[config.mk]
export PLATFORM = sky130hd
export DESIGN_NAME = dscg_top
export DESIGN_NICKNAME = d
export VERILOG_FILES = /design/src/core/dscg_pkg.sv /design/src/core/dscg_top.sv
export SDC_FILE = /design/constraint.sdc
export NUM_CORES = 1
export LEC_CHECK = 0
export ABC_AREA = 0
export BUFFER_PORTS_ARGS = -buffer_cell sky130_fd_sc_hd__buf_2
export CAP_MARGIN = 20
export CORE_ASPECT_RATIO = 0.7
export CORE_UTILIZATION = 46
export CTS_CLUSTER_DIAMETER = 60
export DETAILED_ROUTE_END_ITERATION = 10
export GPL_ROUTABILITY_DRIVEN = 0
export HOLD_SLACK_MARGIN = 0.03
export PLACE_DENSITY = 0.95
export SYNTH_ARGS = -nofsm -noshare
export SYNTH_HDL_FRONTEND = slang
export SYNTH_SLANG_ARGS = --single-unit
[constraint.sdc]
create_clock -name ref_clk -period 4.7 [get_ports ref_clk]
set_input_delay 0.94 -clock ref_clk [delete_from_list [all_inputs] [get_ports ref_clk]]
set_output_delay 0.94 -clock ref_clk [all_outputs]
set_load 0.01 [all_outputs]
[src/core/dscg_pkg.sv]
// constants, types and register map of the deep sleep clock gating block
// Operation
// - enable bit one delivers the unit clock
// - enable bit zero stops and disables unit
// - access to gated unit answers bus fault
// - all gate enables reset to zero
// - run, sleep, deep-sleep sets follow power mode
// - sleep sets used only when auto gating set
// - deep-sleep register 0x120, bits 24 and 3
// - unused gate bits reserved, read zero
package dscg_pkg;

  localparam int          ADDR_W          = 12;
  localparam int          DATA_W          = 32;
  localparam int          NUM_UNITS       = 2;

  // register byte offsets
  localparam logic [11:0] OFF_MODE_CFG    = 12'h060;
  localparam logic [11:0] OFF_RUN_GATE    = 12'h100;
  localparam logic [11:0] OFF_SLEEP_GATE  = 12'h110;
  localparam logic [11:0] OFF_DEEP_GATE   = 12'h120;
  localparam logic [11:0] OFF_IRQ_STATUS  = 12'h150;
  localparam logic [11:0] OFF_IRQ_MASK    = 12'h154;
  localparam logic [11:0] OFF_ACTIVE_GATE = 12'h158;

  // field positions
  localparam int          BIT_CAN_ZERO       = 24;
  localparam int          BIT_WATCHDOG       = 3;
  localparam int          BIT_AUTO_GATE      = 0;
  localparam int          UNIT_CAN_ZERO      = 0;
  localparam int          UNIT_WATCHDOG      = 1;
  localparam int          IRQ_FAULT_CAN_ZERO = 0;
  localparam int          IRQ_FAULT_WATCHDOG = 1;
  localparam int          IRQ_MODE_CHG    = 2;

  // writable masks and reset values
  localparam logic [31:0] GATE_MASK       = 32'h0100_0008;
  localparam logic [31:0] MODE_MASK       = 32'h0000_0001;
  localparam logic [31:0] IRQ_MASK_BITS   = 32'h0000_0007;
  localparam logic [31:0] GATE_RESET      = 32'h0000_0000;
  localparam logic [31:0] MODE_RESET      = 32'h0000_0000;
  localparam logic [31:0] IRQ_RESET       = 32'h0000_0000;

  typedef enum logic [1:0] {
    PM_RUN,
    PM_SLEEP,
    PM_DEEP
  } dscg_pmode_t;

  typedef struct packed {
    logic [11:0] addr;
    logic [31:0] wdata;
    logic        wr;
    logic        rd;
  } dscg_bus_req_t;

endpackage : dscg_pkg

[src/core/dscg_top.sv]
// clock gate enables for on-chip units, per power mode, with bus fault detection
`timescale 1ns/10ps
`default_nettype none

module dscg_clk_gate (
  // clock and reset
  input  wire logic clk,
  input  wire logic rst,
  // enable from posedge logic
  input  wire logic en,
  // gated clock
  output wire logic gclk,
  output logic      en_lo_ff
);

  // enable moves only while clk is low, so no runt high phase reaches the unit
  always_ff @(negedge clk) begin
    if (rst) begin
      en_lo_ff <= 1'b0;
    end else begin
      en_lo_ff <= en;
    end
  end

  assign gclk = clk & en_lo_ff;

endmodule : dscg_clk_gate

module dscg_top (
  // clock and reset
  input  wire logic                 ref_clk,
  input  wire logic                 rst,
  // register port
  input  wire dscg_pkg::dscg_bus_req_t bus_req,
  output logic [31:0]               rdata_ff,
  // power mode from the system
  input  wire dscg_pkg::dscg_pmode_t pwr_mode,
  // unit access strobes and fault answer
  input  wire logic [1:0]           unit_acc,
  output logic                      bus_fault_ff,
  // unit clocks
  output logic [1:0]                unit_en_ff,
  output wire logic [1:0]           unit_clk,
  // interrupt
  output logic                      irq_ff
);

  logic [31:0]           run_ff;
  logic [31:0]           sleep_ff;
  logic [31:0]           deep_ff;
  logic [31:0]           mode_ff;
  logic [31:0]           irq_stat_ff;
  logic [31:0]           irq_mask_ff;
  logic [31:0]           nxt_eff;
  logic [1:0]            nxt_unit_en;
  logic [1:0]            fault_hit;
  logic [1:0]            en_lo;
  logic [31:0]           nxt_rdata;
  logic [31:0]           nxt_irq_stat;
  logic [31:0]           nxt_irq_mask;
  dscg_pkg::dscg_pmode_t mode_q_ff;
  logic                  mode_chg;
  logic                  auto_on;

  wire wr_run   = bus_req.wr && (bus_req.addr == dscg_pkg::OFF_RUN_GATE);
  wire wr_sleep = bus_req.wr && (bus_req.addr == dscg_pkg::OFF_SLEEP_GATE);
  wire wr_deep  = bus_req.wr && (bus_req.addr == dscg_pkg::OFF_DEEP_GATE);
  wire wr_mode  = bus_req.wr && (bus_req.addr == dscg_pkg::OFF_MODE_CFG);
  wire wr_stat  = bus_req.wr && (bus_req.addr == dscg_pkg::OFF_IRQ_STATUS);
  wire wr_mask  = bus_req.wr && (bus_req.addr == dscg_pkg::OFF_IRQ_MASK);

  assign auto_on = mode_ff[dscg_pkg::BIT_AUTO_GATE];

  // gate register sets; reserved bits never stored
  always_ff @(posedge ref_clk) begin
    if (rst) begin
      run_ff   <= dscg_pkg::GATE_RESET;
      sleep_ff <= dscg_pkg::GATE_RESET;
      deep_ff  <= dscg_pkg::GATE_RESET;
    end else begin
      if (wr_run) begin
        run_ff <= bus_req.wdata & dscg_pkg::GATE_MASK;
      end
      if (wr_sleep) begin
        sleep_ff <= bus_req.wdata & dscg_pkg::GATE_MASK;
      end
      if (wr_deep) begin
        deep_ff <= bus_req.wdata & dscg_pkg::GATE_MASK;
      end
    end
  end

  always_ff @(posedge ref_clk) begin
    if (rst) begin
      mode_ff <= dscg_pkg::MODE_RESET;
    end else if (wr_mode) begin
      mode_ff <= bus_req.wdata & dscg_pkg::MODE_MASK;
    end
  end

  // set chosen by power mode, only under auto gating
  always_comb begin
    nxt_eff = run_ff;
    if (auto_on) begin
      case (pwr_mode)
        dscg_pkg::PM_SLEEP: nxt_eff = sleep_ff;
        dscg_pkg::PM_DEEP:  nxt_eff = deep_ff;
        default:            nxt_eff = run_ff;
      endcase
    end
  end

  assign nxt_unit_en = {nxt_eff[dscg_pkg::BIT_WATCHDOG], nxt_eff[dscg_pkg::BIT_CAN_ZERO]};

  always_ff @(posedge ref_clk) begin
    if (rst) begin
      unit_en_ff <= 2'h0;
    end else begin
      unit_en_ff <= nxt_unit_en;
    end
  end

  genvar gi;
  generate
    for (gi = 0; gi < dscg_pkg::NUM_UNITS; gi = gi + 1) begin : g_gate
      dscg_clk_gate u_gate (
        .clk      (ref_clk),
        .rst      (rst),
        .en       (unit_en_ff[gi]),
        .gclk     (unit_clk[gi]),
        .en_lo_ff (en_lo[gi])
      );
    end
  endgenerate

  // fault judged against the clock the unit has right now
  assign fault_hit = unit_acc & ~unit_en_ff;

  always_ff @(posedge ref_clk) begin
    if (rst) begin
      bus_fault_ff <= 1'b0;
    end else begin
      bus_fault_ff <= |fault_hit;
    end
  end

  always_ff @(posedge ref_clk) begin
    if (rst) begin
      mode_q_ff <= dscg_pkg::PM_RUN;
    end else begin
      mode_q_ff <= pwr_mode;
    end
  end

  assign mode_chg = (mode_q_ff != pwr_mode);

  // sticky events: a new event beats a write-one clear in the same cycle
  always_comb begin
    nxt_irq_stat = irq_stat_ff;
    if (wr_stat) begin
      nxt_irq_stat = irq_stat_ff & ~(bus_req.wdata & dscg_pkg::IRQ_MASK_BITS);
    end
    if (fault_hit[dscg_pkg::UNIT_CAN_ZERO]) begin
      nxt_irq_stat[dscg_pkg::IRQ_FAULT_CAN_ZERO] = 1'b1;
    end
    if (fault_hit[dscg_pkg::UNIT_WATCHDOG]) begin
      nxt_irq_stat[dscg_pkg::IRQ_FAULT_WATCHDOG] = 1'b1;
    end
    if (mode_chg) begin
      nxt_irq_stat[dscg_pkg::IRQ_MODE_CHG] = 1'b1;
    end
  end

  always_ff @(posedge ref_clk) begin
    if (rst) begin
      irq_stat_ff <= dscg_pkg::IRQ_RESET;
    end else begin
      irq_stat_ff <= nxt_irq_stat;
    end
  end

  // mask as it stands after this edge, so irq tracks status and mask together
  always_comb begin
    nxt_irq_mask = irq_mask_ff;
    if (wr_mask) begin
      nxt_irq_mask = bus_req.wdata & dscg_pkg::IRQ_MASK_BITS;
    end
  end

  always_ff @(posedge ref_clk) begin
    if (rst) begin
      irq_mask_ff <= dscg_pkg::IRQ_RESET;
    end else begin
      irq_mask_ff <= nxt_irq_mask;
    end
  end

  always_ff @(posedge ref_clk) begin
    if (rst) begin
      irq_ff <= 1'b0;
    end else begin
      irq_ff <= |(nxt_irq_stat & nxt_irq_mask);
    end
  end

  // read mux; unmapped offsets read zero
  always_comb begin
    nxt_rdata = 32'h0000_0000;
    case (bus_req.addr)
      dscg_pkg::OFF_RUN_GATE:    nxt_rdata = run_ff;
      dscg_pkg::OFF_SLEEP_GATE:  nxt_rdata = sleep_ff;
      dscg_pkg::OFF_DEEP_GATE:   nxt_rdata = deep_ff;
      dscg_pkg::OFF_MODE_CFG:    nxt_rdata = mode_ff;
      dscg_pkg::OFF_IRQ_STATUS:  nxt_rdata = irq_stat_ff;
      dscg_pkg::OFF_IRQ_MASK:    nxt_rdata = irq_mask_ff;
      dscg_pkg::OFF_ACTIVE_GATE: nxt_rdata = {30'h0, unit_en_ff};
      default:                   nxt_rdata = 32'h0000_0000;
    endcase
  end

  // data valid only in the cycle after the strobe
  always_ff @(posedge ref_clk) begin
    if (rst) begin
      rdata_ff <= 32'h0000_0000;
    end else if (bus_req.rd) begin
      rdata_ff <= nxt_rdata;
    end else begin
      rdata_ff <= 32'h0000_0000;
    end
  end

  // checks
  gate_on_a : assert property (@(posedge ref_clk) disable iff (rst)
    nxt_unit_en[dscg_pkg::UNIT_CAN_ZERO] |=>
      unit_en_ff[dscg_pkg::UNIT_CAN_ZERO] && en_lo[dscg_pkg::UNIT_CAN_ZERO])
    else $error("enabled unit did not get its clock");

  wdog_on_a : assert property (@(posedge ref_clk) disable iff (rst)
    nxt_unit_en[dscg_pkg::UNIT_WATCHDOG] |=>
      unit_en_ff[dscg_pkg::UNIT_WATCHDOG] && en_lo[dscg_pkg::UNIT_WATCHDOG])
    else $error("enabled watchdog did not get its clock");

  // the low-phase copy must fall as well, or the unit keeps ticking
  gate_off_a : assert property (@(posedge ref_clk) disable iff (rst)
    !nxt_unit_en[dscg_pkg::UNIT_WATCHDOG] |=>
      !unit_en_ff[dscg_pkg::UNIT_WATCHDOG] && !en_lo[dscg_pkg::UNIT_WATCHDOG])
    else $error("disabled unit still clocked");

  can_off_a : assert property (@(posedge ref_clk) disable iff (rst)
    !nxt_unit_en[dscg_pkg::UNIT_CAN_ZERO] |=>
      !unit_en_ff[dscg_pkg::UNIT_CAN_ZERO] && !en_lo[dscg_pkg::UNIT_CAN_ZERO])
    else $error("disabled can unit still clocked");

  fault_answer_a : assert property (@(posedge ref_clk) disable iff (rst)
    (unit_acc != 2'h0) |=> (bus_fault_ff == |$past(unit_acc & ~unit_en_ff)))
    else $error("bus fault does not match gate state");

  fault_none_a : assert property (@(posedge ref_clk) disable iff (rst)
    ((unit_acc & ~unit_en_ff) == 2'h0) |=> !bus_fault_ff)
    else $error("bus fault raised for a clocked unit");

  // set must win over a clear written in the same cycle
  can_sticky_a : assert property (@(posedge ref_clk) disable iff (rst)
    unit_acc[dscg_pkg::UNIT_CAN_ZERO] && !unit_en_ff[dscg_pkg::UNIT_CAN_ZERO] |=>
      irq_stat_ff[dscg_pkg::IRQ_FAULT_CAN_ZERO])
    else $error("can fault lost from status");

  wdog_sticky_a : assert property (@(posedge ref_clk) disable iff (rst)
    unit_acc[dscg_pkg::UNIT_WATCHDOG] && !unit_en_ff[dscg_pkg::UNIT_WATCHDOG] |=>
      irq_stat_ff[dscg_pkg::IRQ_FAULT_WATCHDOG])
    else $error("watchdog fault lost from status");

  reset_zero_a : assert property (@(posedge ref_clk)
    rst |=> (run_ff == 32'h0000_0000) && (sleep_ff == 32'h0000_0000) &&
      (deep_ff == 32'h0000_0000) && (unit_en_ff == 2'h0))
    else $error("gate enables not zero after reset");

  deep_select_a : assert property (@(posedge ref_clk) disable iff (rst)
    auto_on && (pwr_mode == dscg_pkg::PM_DEEP) |=>
      unit_en_ff == {$past(deep_ff[dscg_pkg::BIT_WATCHDOG]),
                     $past(deep_ff[dscg_pkg::BIT_CAN_ZERO])})
    else $error("deep-sleep set not applied");

  sleep_select_a : assert property (@(posedge ref_clk) disable iff (rst)
    auto_on && (pwr_mode == dscg_pkg::PM_SLEEP) |=>
      unit_en_ff == {$past(sleep_ff[dscg_pkg::BIT_WATCHDOG]),
                     $past(sleep_ff[dscg_pkg::BIT_CAN_ZERO])})
    else $error("sleep set not applied");

  run_kept_a : assert property (@(posedge ref_clk) disable iff (rst)
    !auto_on |=>
      unit_en_ff == {$past(run_ff[dscg_pkg::BIT_WATCHDOG]),
                     $past(run_ff[dscg_pkg::BIT_CAN_ZERO])})
    else $error("sleep set used without auto gating");

  // the bus master leaves one idle cycle between a write and the next read
  deep_read_a : assert property (@(posedge ref_clk) disable iff (rst)
    wr_deep ##1 !wr_deep ##1 (bus_req.rd && (bus_req.addr == dscg_pkg::OFF_DEEP_GATE)) |=>
      rdata_ff == ($past(bus_req.wdata, 3) & dscg_pkg::GATE_MASK))
    else $error("deep-sleep register readback wrong");

  reserved_zero_a : assert property (@(posedge ref_clk) disable iff (rst)
    ((run_ff | sleep_ff | deep_ff) & ~dscg_pkg::GATE_MASK) == 32'h0000_0000)
    else $error("reserved gate bit stored");

  gate_follow_a : assert property (@(posedge ref_clk) disable iff (rst)
    $past(!rst) |-> en_lo == unit_en_ff)
    else $error("gate enable moved outside low phase");

  irq_level_a : assert property (@(posedge ref_clk) disable iff (rst)
    irq_ff == ((irq_stat_ff & irq_mask_ff) != 32'h0000_0000))
    else $error("interrupt does not follow unmasked status");

  stat_clear_a : assert property (@(posedge ref_clk) disable iff (rst)
    wr_stat && bus_req.wdata[dscg_pkg::IRQ_MODE_CHG] && !mode_chg |=>
      !irq_stat_ff[dscg_pkg::IRQ_MODE_CHG])
    else $error("status bit not cleared by write one");

  mode_event_a : assert property (@(posedge ref_clk) disable iff (rst)
    mode_chg |=> irq_stat_ff[dscg_pkg::IRQ_MODE_CHG])
    else $error("power mode change not recorded");

  active_read_a : assert property (@(posedge ref_clk) disable iff (rst)
    bus_req.rd && (bus_req.addr == dscg_pkg::OFF_ACTIVE_GATE) |=>
      rdata_ff == {30'h0, $past(unit_en_ff)})
    else $error("active enables read back wrong");

  rdata_idle_a : assert property (@(posedge ref_clk) disable iff (rst)
    !bus_req.rd |=> rdata_ff == 32'h0000_0000)
    else $error("read data outside its cycle");

  deep_entry_c : cover property (@(posedge ref_clk) disable iff (rst)
    auto_on && mode_q_ff == dscg_pkg::PM_RUN && pwr_mode == dscg_pkg::PM_DEEP);

  sleep_entry_c : cover property (@(posedge ref_clk) disable iff (rst)
    auto_on && pwr_mode == dscg_pkg::PM_SLEEP && unit_en_ff != 2'h0);

  fault_seen_c : cover property (@(posedge ref_clk) disable iff (rst) bus_fault_ff);

  unit_on_c : cover property (@(posedge ref_clk) disable iff (rst)
    $rose(unit_en_ff[dscg_pkg::UNIT_CAN_ZERO]));

  irq_raise_c : cover property (@(posedge ref_clk) disable iff (rst) $rose(irq_ff));

endmodule : dscg_top

`default_nettype wire

==> metrics.yaml, run 1 <==
status: "completed"
powerDensity_nw_per_um2: 333
grt-ovfl-total: 0
grt.total_usage: 0.190
flow.area_growth_from_synthesis_pct: 13.9
synth_cell_type_count: 40
vias: 1169
routed_wl_um: 2960
wire_length_on_met3_um: 236
final_instance_count_excl_fillers: 233
crit_path_end_kind: "output port"
muxShareOfSynthArea: 0.0832
synth_area_leader_cell: "sky130_fd_sc_hd__dfxtp_1"
clock_skew_ps: 78.9
max_slew_margin: 0.549
hold_buffers: 0
post_synth.cell_area_avg_um2: 9.06
clk_latency_ps: 450
unrepaired_setup_endpoints_after_global_routing: "false"
worstPathMaxFanout: 1
highest-signal-layer: "met4"
grt_pass1_wl_um: 4930
postSynth.asyncResetShare: 0
setup_viol: 0
chipHeight_um: 49.1
tritoncts: "yes"
filler_cell_count: 250
core_um2: 2900
port_buffers: 35
sequential_area_share_after_synthesis: 0.357
initial_antenna_violation_count: 0
drive_above_1_share: 0.269
timing.max_cap.violations: 0
yosys.cell_count.top_type: "sky130_fd_sc_hd__buf_4"
fin_setup_tns_ps: 0
routed-wl-met2_um: 1360
synthesis.yosys.warnings: 0
met1Wirelength_um: 1300
cts_resized: 0
report.final.hold_viol_count: 0
wire_per_inst_um: 12.7
grt_pass1_vias: 1074
min_path_type: "reg -> reg"
floorplan.initialDensity: 0.503
cts.repair_timing.setup_buffer_count: 0
detail_route.iter0.violations: 96
timing.setup.critical_path_class: "reg -> out"
post_synth_instance_area_um2: 1460
layout.nets: 251
ys.flop_type: "sky130_fd_sc_hd__dfxtp_1"
synth-simple-area-share: 0.232
synth_edf_count: 0
detailedRoute.firstPassIterationCount: 5
path_clk_slew_ps: 90
dpl.cell_count: 223
antenna-diode-count: 0
largest_family_of_logic_cells_by_synthesized_area: "simple AND/OR/NAND/NOR gates"
p_leak_nw: 0.822
timing.critical_path.arrival_ps: 3350
maximum_number_of_pins_on_one_net_before_global_route_repair: 24
synth_commonest_cells: "sky130_fd_sc_hd__buf_4, sky130_fd_sc_hd__dfxtp_1, sky130_fd_sc_hd__nor2_1, sky130_fd_sc_hd__mux2i_1, sky130_fd_sc_hd__nor2b_1"
cp-start-kind: "flop"
yosys.area.top_type_share: 0.357
synth.ff_latch_count: 26
slew_violations: 0
hpwl_um: 2260
ir_worst_vdd_v: 0.000144
dieArea_um2: 3400
synthesis.instances: 161
antenna_left: 0
num_io_pins: 90
placement_rows: 16
drc: 0
synthXorXnorAreaFrac: 0.0120
synth_compound_area_frac: 0.113
post_drt_via_cell_ratio: 5.02
worstPathRequired_ps: 3760
synth-adder-area-share: 0.0172
worst_slew_pin_slew_ps: 669
die_w_um: 69.3
ys_top_cells_by_area: "sky130_fd_sc_hd__dfxtp_1, sky130_fd_sc_hd__buf_4, sky130_fd_sc_hd__mux2i_1, sky130_fd_sc_hd__nor2_1, sky130_fd_sc_hd__nor2b_1"
cell usage in the layout (no fill, tap or decap), types with 2 or more instances in the layout:
cell type                  instances
sky130_fd_sc_hd__a211oi_1          2
sky130_fd_sc_hd__a21oi_1           6
sky130_fd_sc_hd__a22oi_1           4
sky130_fd_sc_hd__and2_1            2
sky130_fd_sc_hd__buf_2            35
sky130_fd_sc_hd__clkbuf_8          7
sky130_fd_sc_hd__conb_1           27
sky130_fd_sc_hd__dfxtp_1          26
sky130_fd_sc_hd__ha_1              2
sky130_fd_sc_hd__inv_1             6
sky130_fd_sc_hd__mux2i_1          11
sky130_fd_sc_hd__nand2_1           4
sky130_fd_sc_hd__nand2b_1          2
sky130_fd_sc_hd__nand3_1           5
sky130_fd_sc_hd__nand4_1           2
sky130_fd_sc_hd__nor2_1           22
sky130_fd_sc_hd__nor2b_1           7
sky130_fd_sc_hd__nor3_1            2
sky130_fd_sc_hd__nor3b_2           2
sky130_fd_sc_hd__xor2_1            2
worst paths after layout:
| kind | slack (ps) | endpoint | depth (start not counted) | startpoint |
|---|---|---|---|---|
| hold / removal | 480 | rdata_ff[1] | 2 | irq_mask_ff[1] |
| setup / recovery | 410 | unit_clk[1] | 2 | g_gate[1].u_gate.en_lo_ff |
| setup reg to reg | 1770 | g_gate[0].u_gate.en_lo_ff | 1 | unit_en_ff[0] |
| hold reg to reg | 480 | rdata_ff[1] | 2 | irq_mask_ff[1] |
layer usage:
metal,up-vias,GRT usage
met1,541,0.220
met2,55,0.283
met5,-,0
met4,0,0.109
met3,6,0.0950
li1,567,-
registers in the layout, summed over array words and instances (netlist names), 2 cells and up:
signal and count:
sleep_ff 2, rdata_ff 5, g_gate.u_gate.en_lo_ff 2, irq_mask_ff 3, unit_en_ff 2, deep_ff 2, run_ff 2, mode_q_ff 2
irq_stat_ff 3
worst max-delay path, stage by stage (launching register included):
cell	delay [ps]
sky130_fd_sc_hd__dfxtp_1	280
sky130_fd_sc_hd__and2_1	140
sky130_fd_sc_hd__buf_2	130
final cells by class:
| class | instances | area, um2 | area share |
|---|---|---|---|
| Multi-Input combinational cell | 121 | 768 | 0.462 |
| Sequential cell | 26 | 520 | 0.313 |
| Timing Repair Buffer | 33 | 165 | 0.0994 |
| Clock buffer | 10 | 110 | 0.0663 |
| Tap cell | 36 | 45.0 | 0.0271 |
| Clock inverter | 3 | 37.5 | 0.0226 |
| Inverter | 4 | 15.0 | 0.00904 |
power by group:
part	total [mW]	internal (mW)	switching, mW
registers	0.225	0.224	0.00167
clock network	0.282	0.192	0.0903
logic	0.0462	0.0156	0.0306
metrics by stage:
step / hold slack [ps] / util / area, um2 / setup slack (ps) / total power, mW
finish: 475 / 0.572 / 1660 / 408 / 0.554
global placement: 458 / 0.526 / 1530 / 870 / 0.278
detailed placement: 463 / 0.526 / 1530 / 862 / 0.280
global route: 526 / 0.572 / 1660 / 347 / 0.585
floorplan: 435 / - / 1560 / 873 / 0.278
CTS: 481 / 0.572 / 1660 / 405 / 0.559
cell families (layout without fill, tap and decap cells):
logic type,after synthesis,after routing
XOR/XNOR,2,2
other,1,27
AO/OA/AOI/OAI,21,21
buffers and inverters,40,50
multiplexers,12,12
flip-flops,26,26
AND/OR/NAND/NOR,57,57
adder cells (fa/ha/maj),2,2
No activity file was read; power rests on OpenSTA's default activity.
==> run 2: changes to the inputs <==
--- a/config.mk
+++ b/config.mk
@@ -10,6 +10,7 @@
 export CAP_MARGIN = 20
 export CORE_ASPECT_RATIO = 0.7
 export CORE_UTILIZATION = 46
+export CTS_BUF_LIST = sky130_fd_sc_hd__clkbuf_16
 export CTS_CLUSTER_DIAMETER = 60
 export DETAILED_ROUTE_END_ITERATION = 10
 export GPL_ROUTABILITY_DRIVEN = 0
==> metrics.yaml, run 2 (synthesis results as in run 1) <==
routed_wl_um: 3170
flow.area_growth_from_synthesis_pct: 19.3
floorplan.initialDensity: 0.503
capture_point_of_the_worst_reg_to_reg_path: "g_gate[0].u_gate.en_lo_ff"
worstPathMaxFanout: 1
finalHoldWorstSlack_ps: 483
die_w_um: 69.3
initial_antenna_violation_count: 0
mostFrequentLayoutCells: "sky130_fd_sc_hd__buf_2, sky130_fd_sc_hd__conb_1, sky130_fd_sc_hd__dfxtp_1"
worst_slew_pin_slew_ps: 643
crit_path_max_incr_delay_ps: 280
layout_setup_ws_ps: 391
setup_viol: 0
timing.max_cap.violations: 0
placement.setup.worst_slack_ps: 862
chipHeight_um: 49.1
antenna-diode-count: 0
largest_register_by_flop_count: "rdata_ff"
dpl.cell_count: 223
cts_resized: 0
placement_rows: 16
timing.critical_path.arrival_ps: 3370
final_instance_count_excl_fillers: 233
worst-r2r-cell-count: 1
grt.total_usage: 0.204
max_slew_margin: 0.567
maximum_number_of_pins_on_one_net_before_global_route_repair: 24
unrepaired_setup_endpoints_after_global_routing: "false"
layout.nets: 251
layout_top_registers: "rdata_ff (5), irq_mask_ff (3), irq_stat_ff (3)"
vias: 1208
drc: 0
wire_per_inst_um: 13.6
min_path_type: "reg -> reg"
grt-ovfl-total: 0
report.final.hold_viol_count: 0
port_buffers: 35
worstHoldEndpoint: "rdata_ff[1]"
status: "completed"
grt_pass1_vias: 1172
reg2reg_setup_slack_ps: 1790
clk_latency_ps: 470
worstPathRequired_ps: 3760
ir_worst_vdd_v: 0.000219
clock_skew_ps: 95.8
detail_route.iter0.violations: 105
timing.setup.critical_path_class: "reg -> out"
largest_register_ff_count: 5
fin_setup_tns_ps: 0
min-delay-start: "irq_mask_ff[1]"
most_frequent_standard_cell_in_the_layout_excluding_fill_and_tap_cells: "sky130_fd_sc_hd__buf_2"
crit_path_end_kind: "output port"
post-route-util: 0.600
core_um2: 2900
cts.repair_timing.setup_buffer_count: 0
powerDensity_nw_per_um2: 402
grt_pass1_wl_um: 5200
crit_chain: "and2_1 > buf_2"
drive_above_1_share: 0.269
filler_cell_count: 233
slew_violations: 0
p_leak_nw: 0.863
path_clk_slew_ps: 60
worst_r2r_startpoint: "unit_en_ff[0]"
tritoncts: "yes"
num_io_pins: 90
dieArea_um2: 3400
min_delay_path_depth: 2
post_drt_via_cell_ratio: 5.18
hold_buffers: 0
antenna_left: 0
cp-start-kind: "flop"
detailedRoute.firstPassIterationCount: 5
hpwl_um: 2260
cp_slowest_cell: "sky130_fd_sc_hd__dfxtp_1"
run 2: changes by cell type in the layout (fill, tap and decap cells not counted), sizes merged:
cell and change:
clkbuf -1, inv +1
run 2: how the worst max path moves through the flow:
stage                                   start                        end  slack [ps]  cells after the start
floorplan           g_gate[1].u_gate.en_lo_ff                unit_clk[1]         870                      2
global placement                          rst  g_gate[1].u_gate.en_lo_ff         870                      2
detailed placement                        rst  g_gate[0].u_gate.en_lo_ff         860                      2
CTS                 g_gate[1].u_gate.en_lo_ff                unit_clk[1]         390                      2
global route        g_gate[1].u_gate.en_lo_ff                unit_clk[1]         340                      2
finish              g_gate[1].u_gate.en_lo_ff                unit_clk[1]         390                      2
run 2: worst max-delay path: cells and delay by family (launching register included):
family                 cells  cell delay [ps]
DFF                        1              280
and+or+nand+nor            1              140
buffers and inverters      1              130
run 2: metrics by stage:
stage / power (mW) / instance area (um2)
6_report: 0.700 / 1740
2_1_floorplan: 0.278 / 1560
3_3_place_gp: 0.278 / 1530
4_1_cts: 0.705 / 1740
3_5_place_dp: 0.280 / 1530
5_1_grt: 0.726 / 1740
run 2: final cells by class:
| cell class | count | area (um2) | share of cell area |
|---|---|---|---|
| Multi-Input combinational cell | 121 | 768 | 0.441 |
| Sequential cell | 26 | 520 | 0.299 |
| Clock buffer | 9 | 185 | 0.106 |
| Timing Repair Buffer | 33 | 165 | 0.0949 |
| Tap cell | 36 | 45.0 | 0.0259 |
| Clock inverter | 4 | 41.3 | 0.0237 |
| Inverter | 4 | 15.0 | 0.00863 |
run 2: report_power, final:
group | switching [mW] | total, mW | leakage, nW | internal, mW
combinational | 0.0311 | 0.0467 | 0.518 | 0.0156
sequential | 0.00167 | 0.226 | 0.211 | 0.224
clock | 0.110 | 0.427 | 0.134 | 0.318
total | 0.142 | 0.700 | 0.863 | 0.557
run 2: routing by layer:
layer	wire, um	part of all wire	global-route usage
met4	155	0.049	0.201
met3	238	0.075	0.0868
met2	1470	0.46	0.303
met5	0	0	0
met1	1310	0.41	0.216
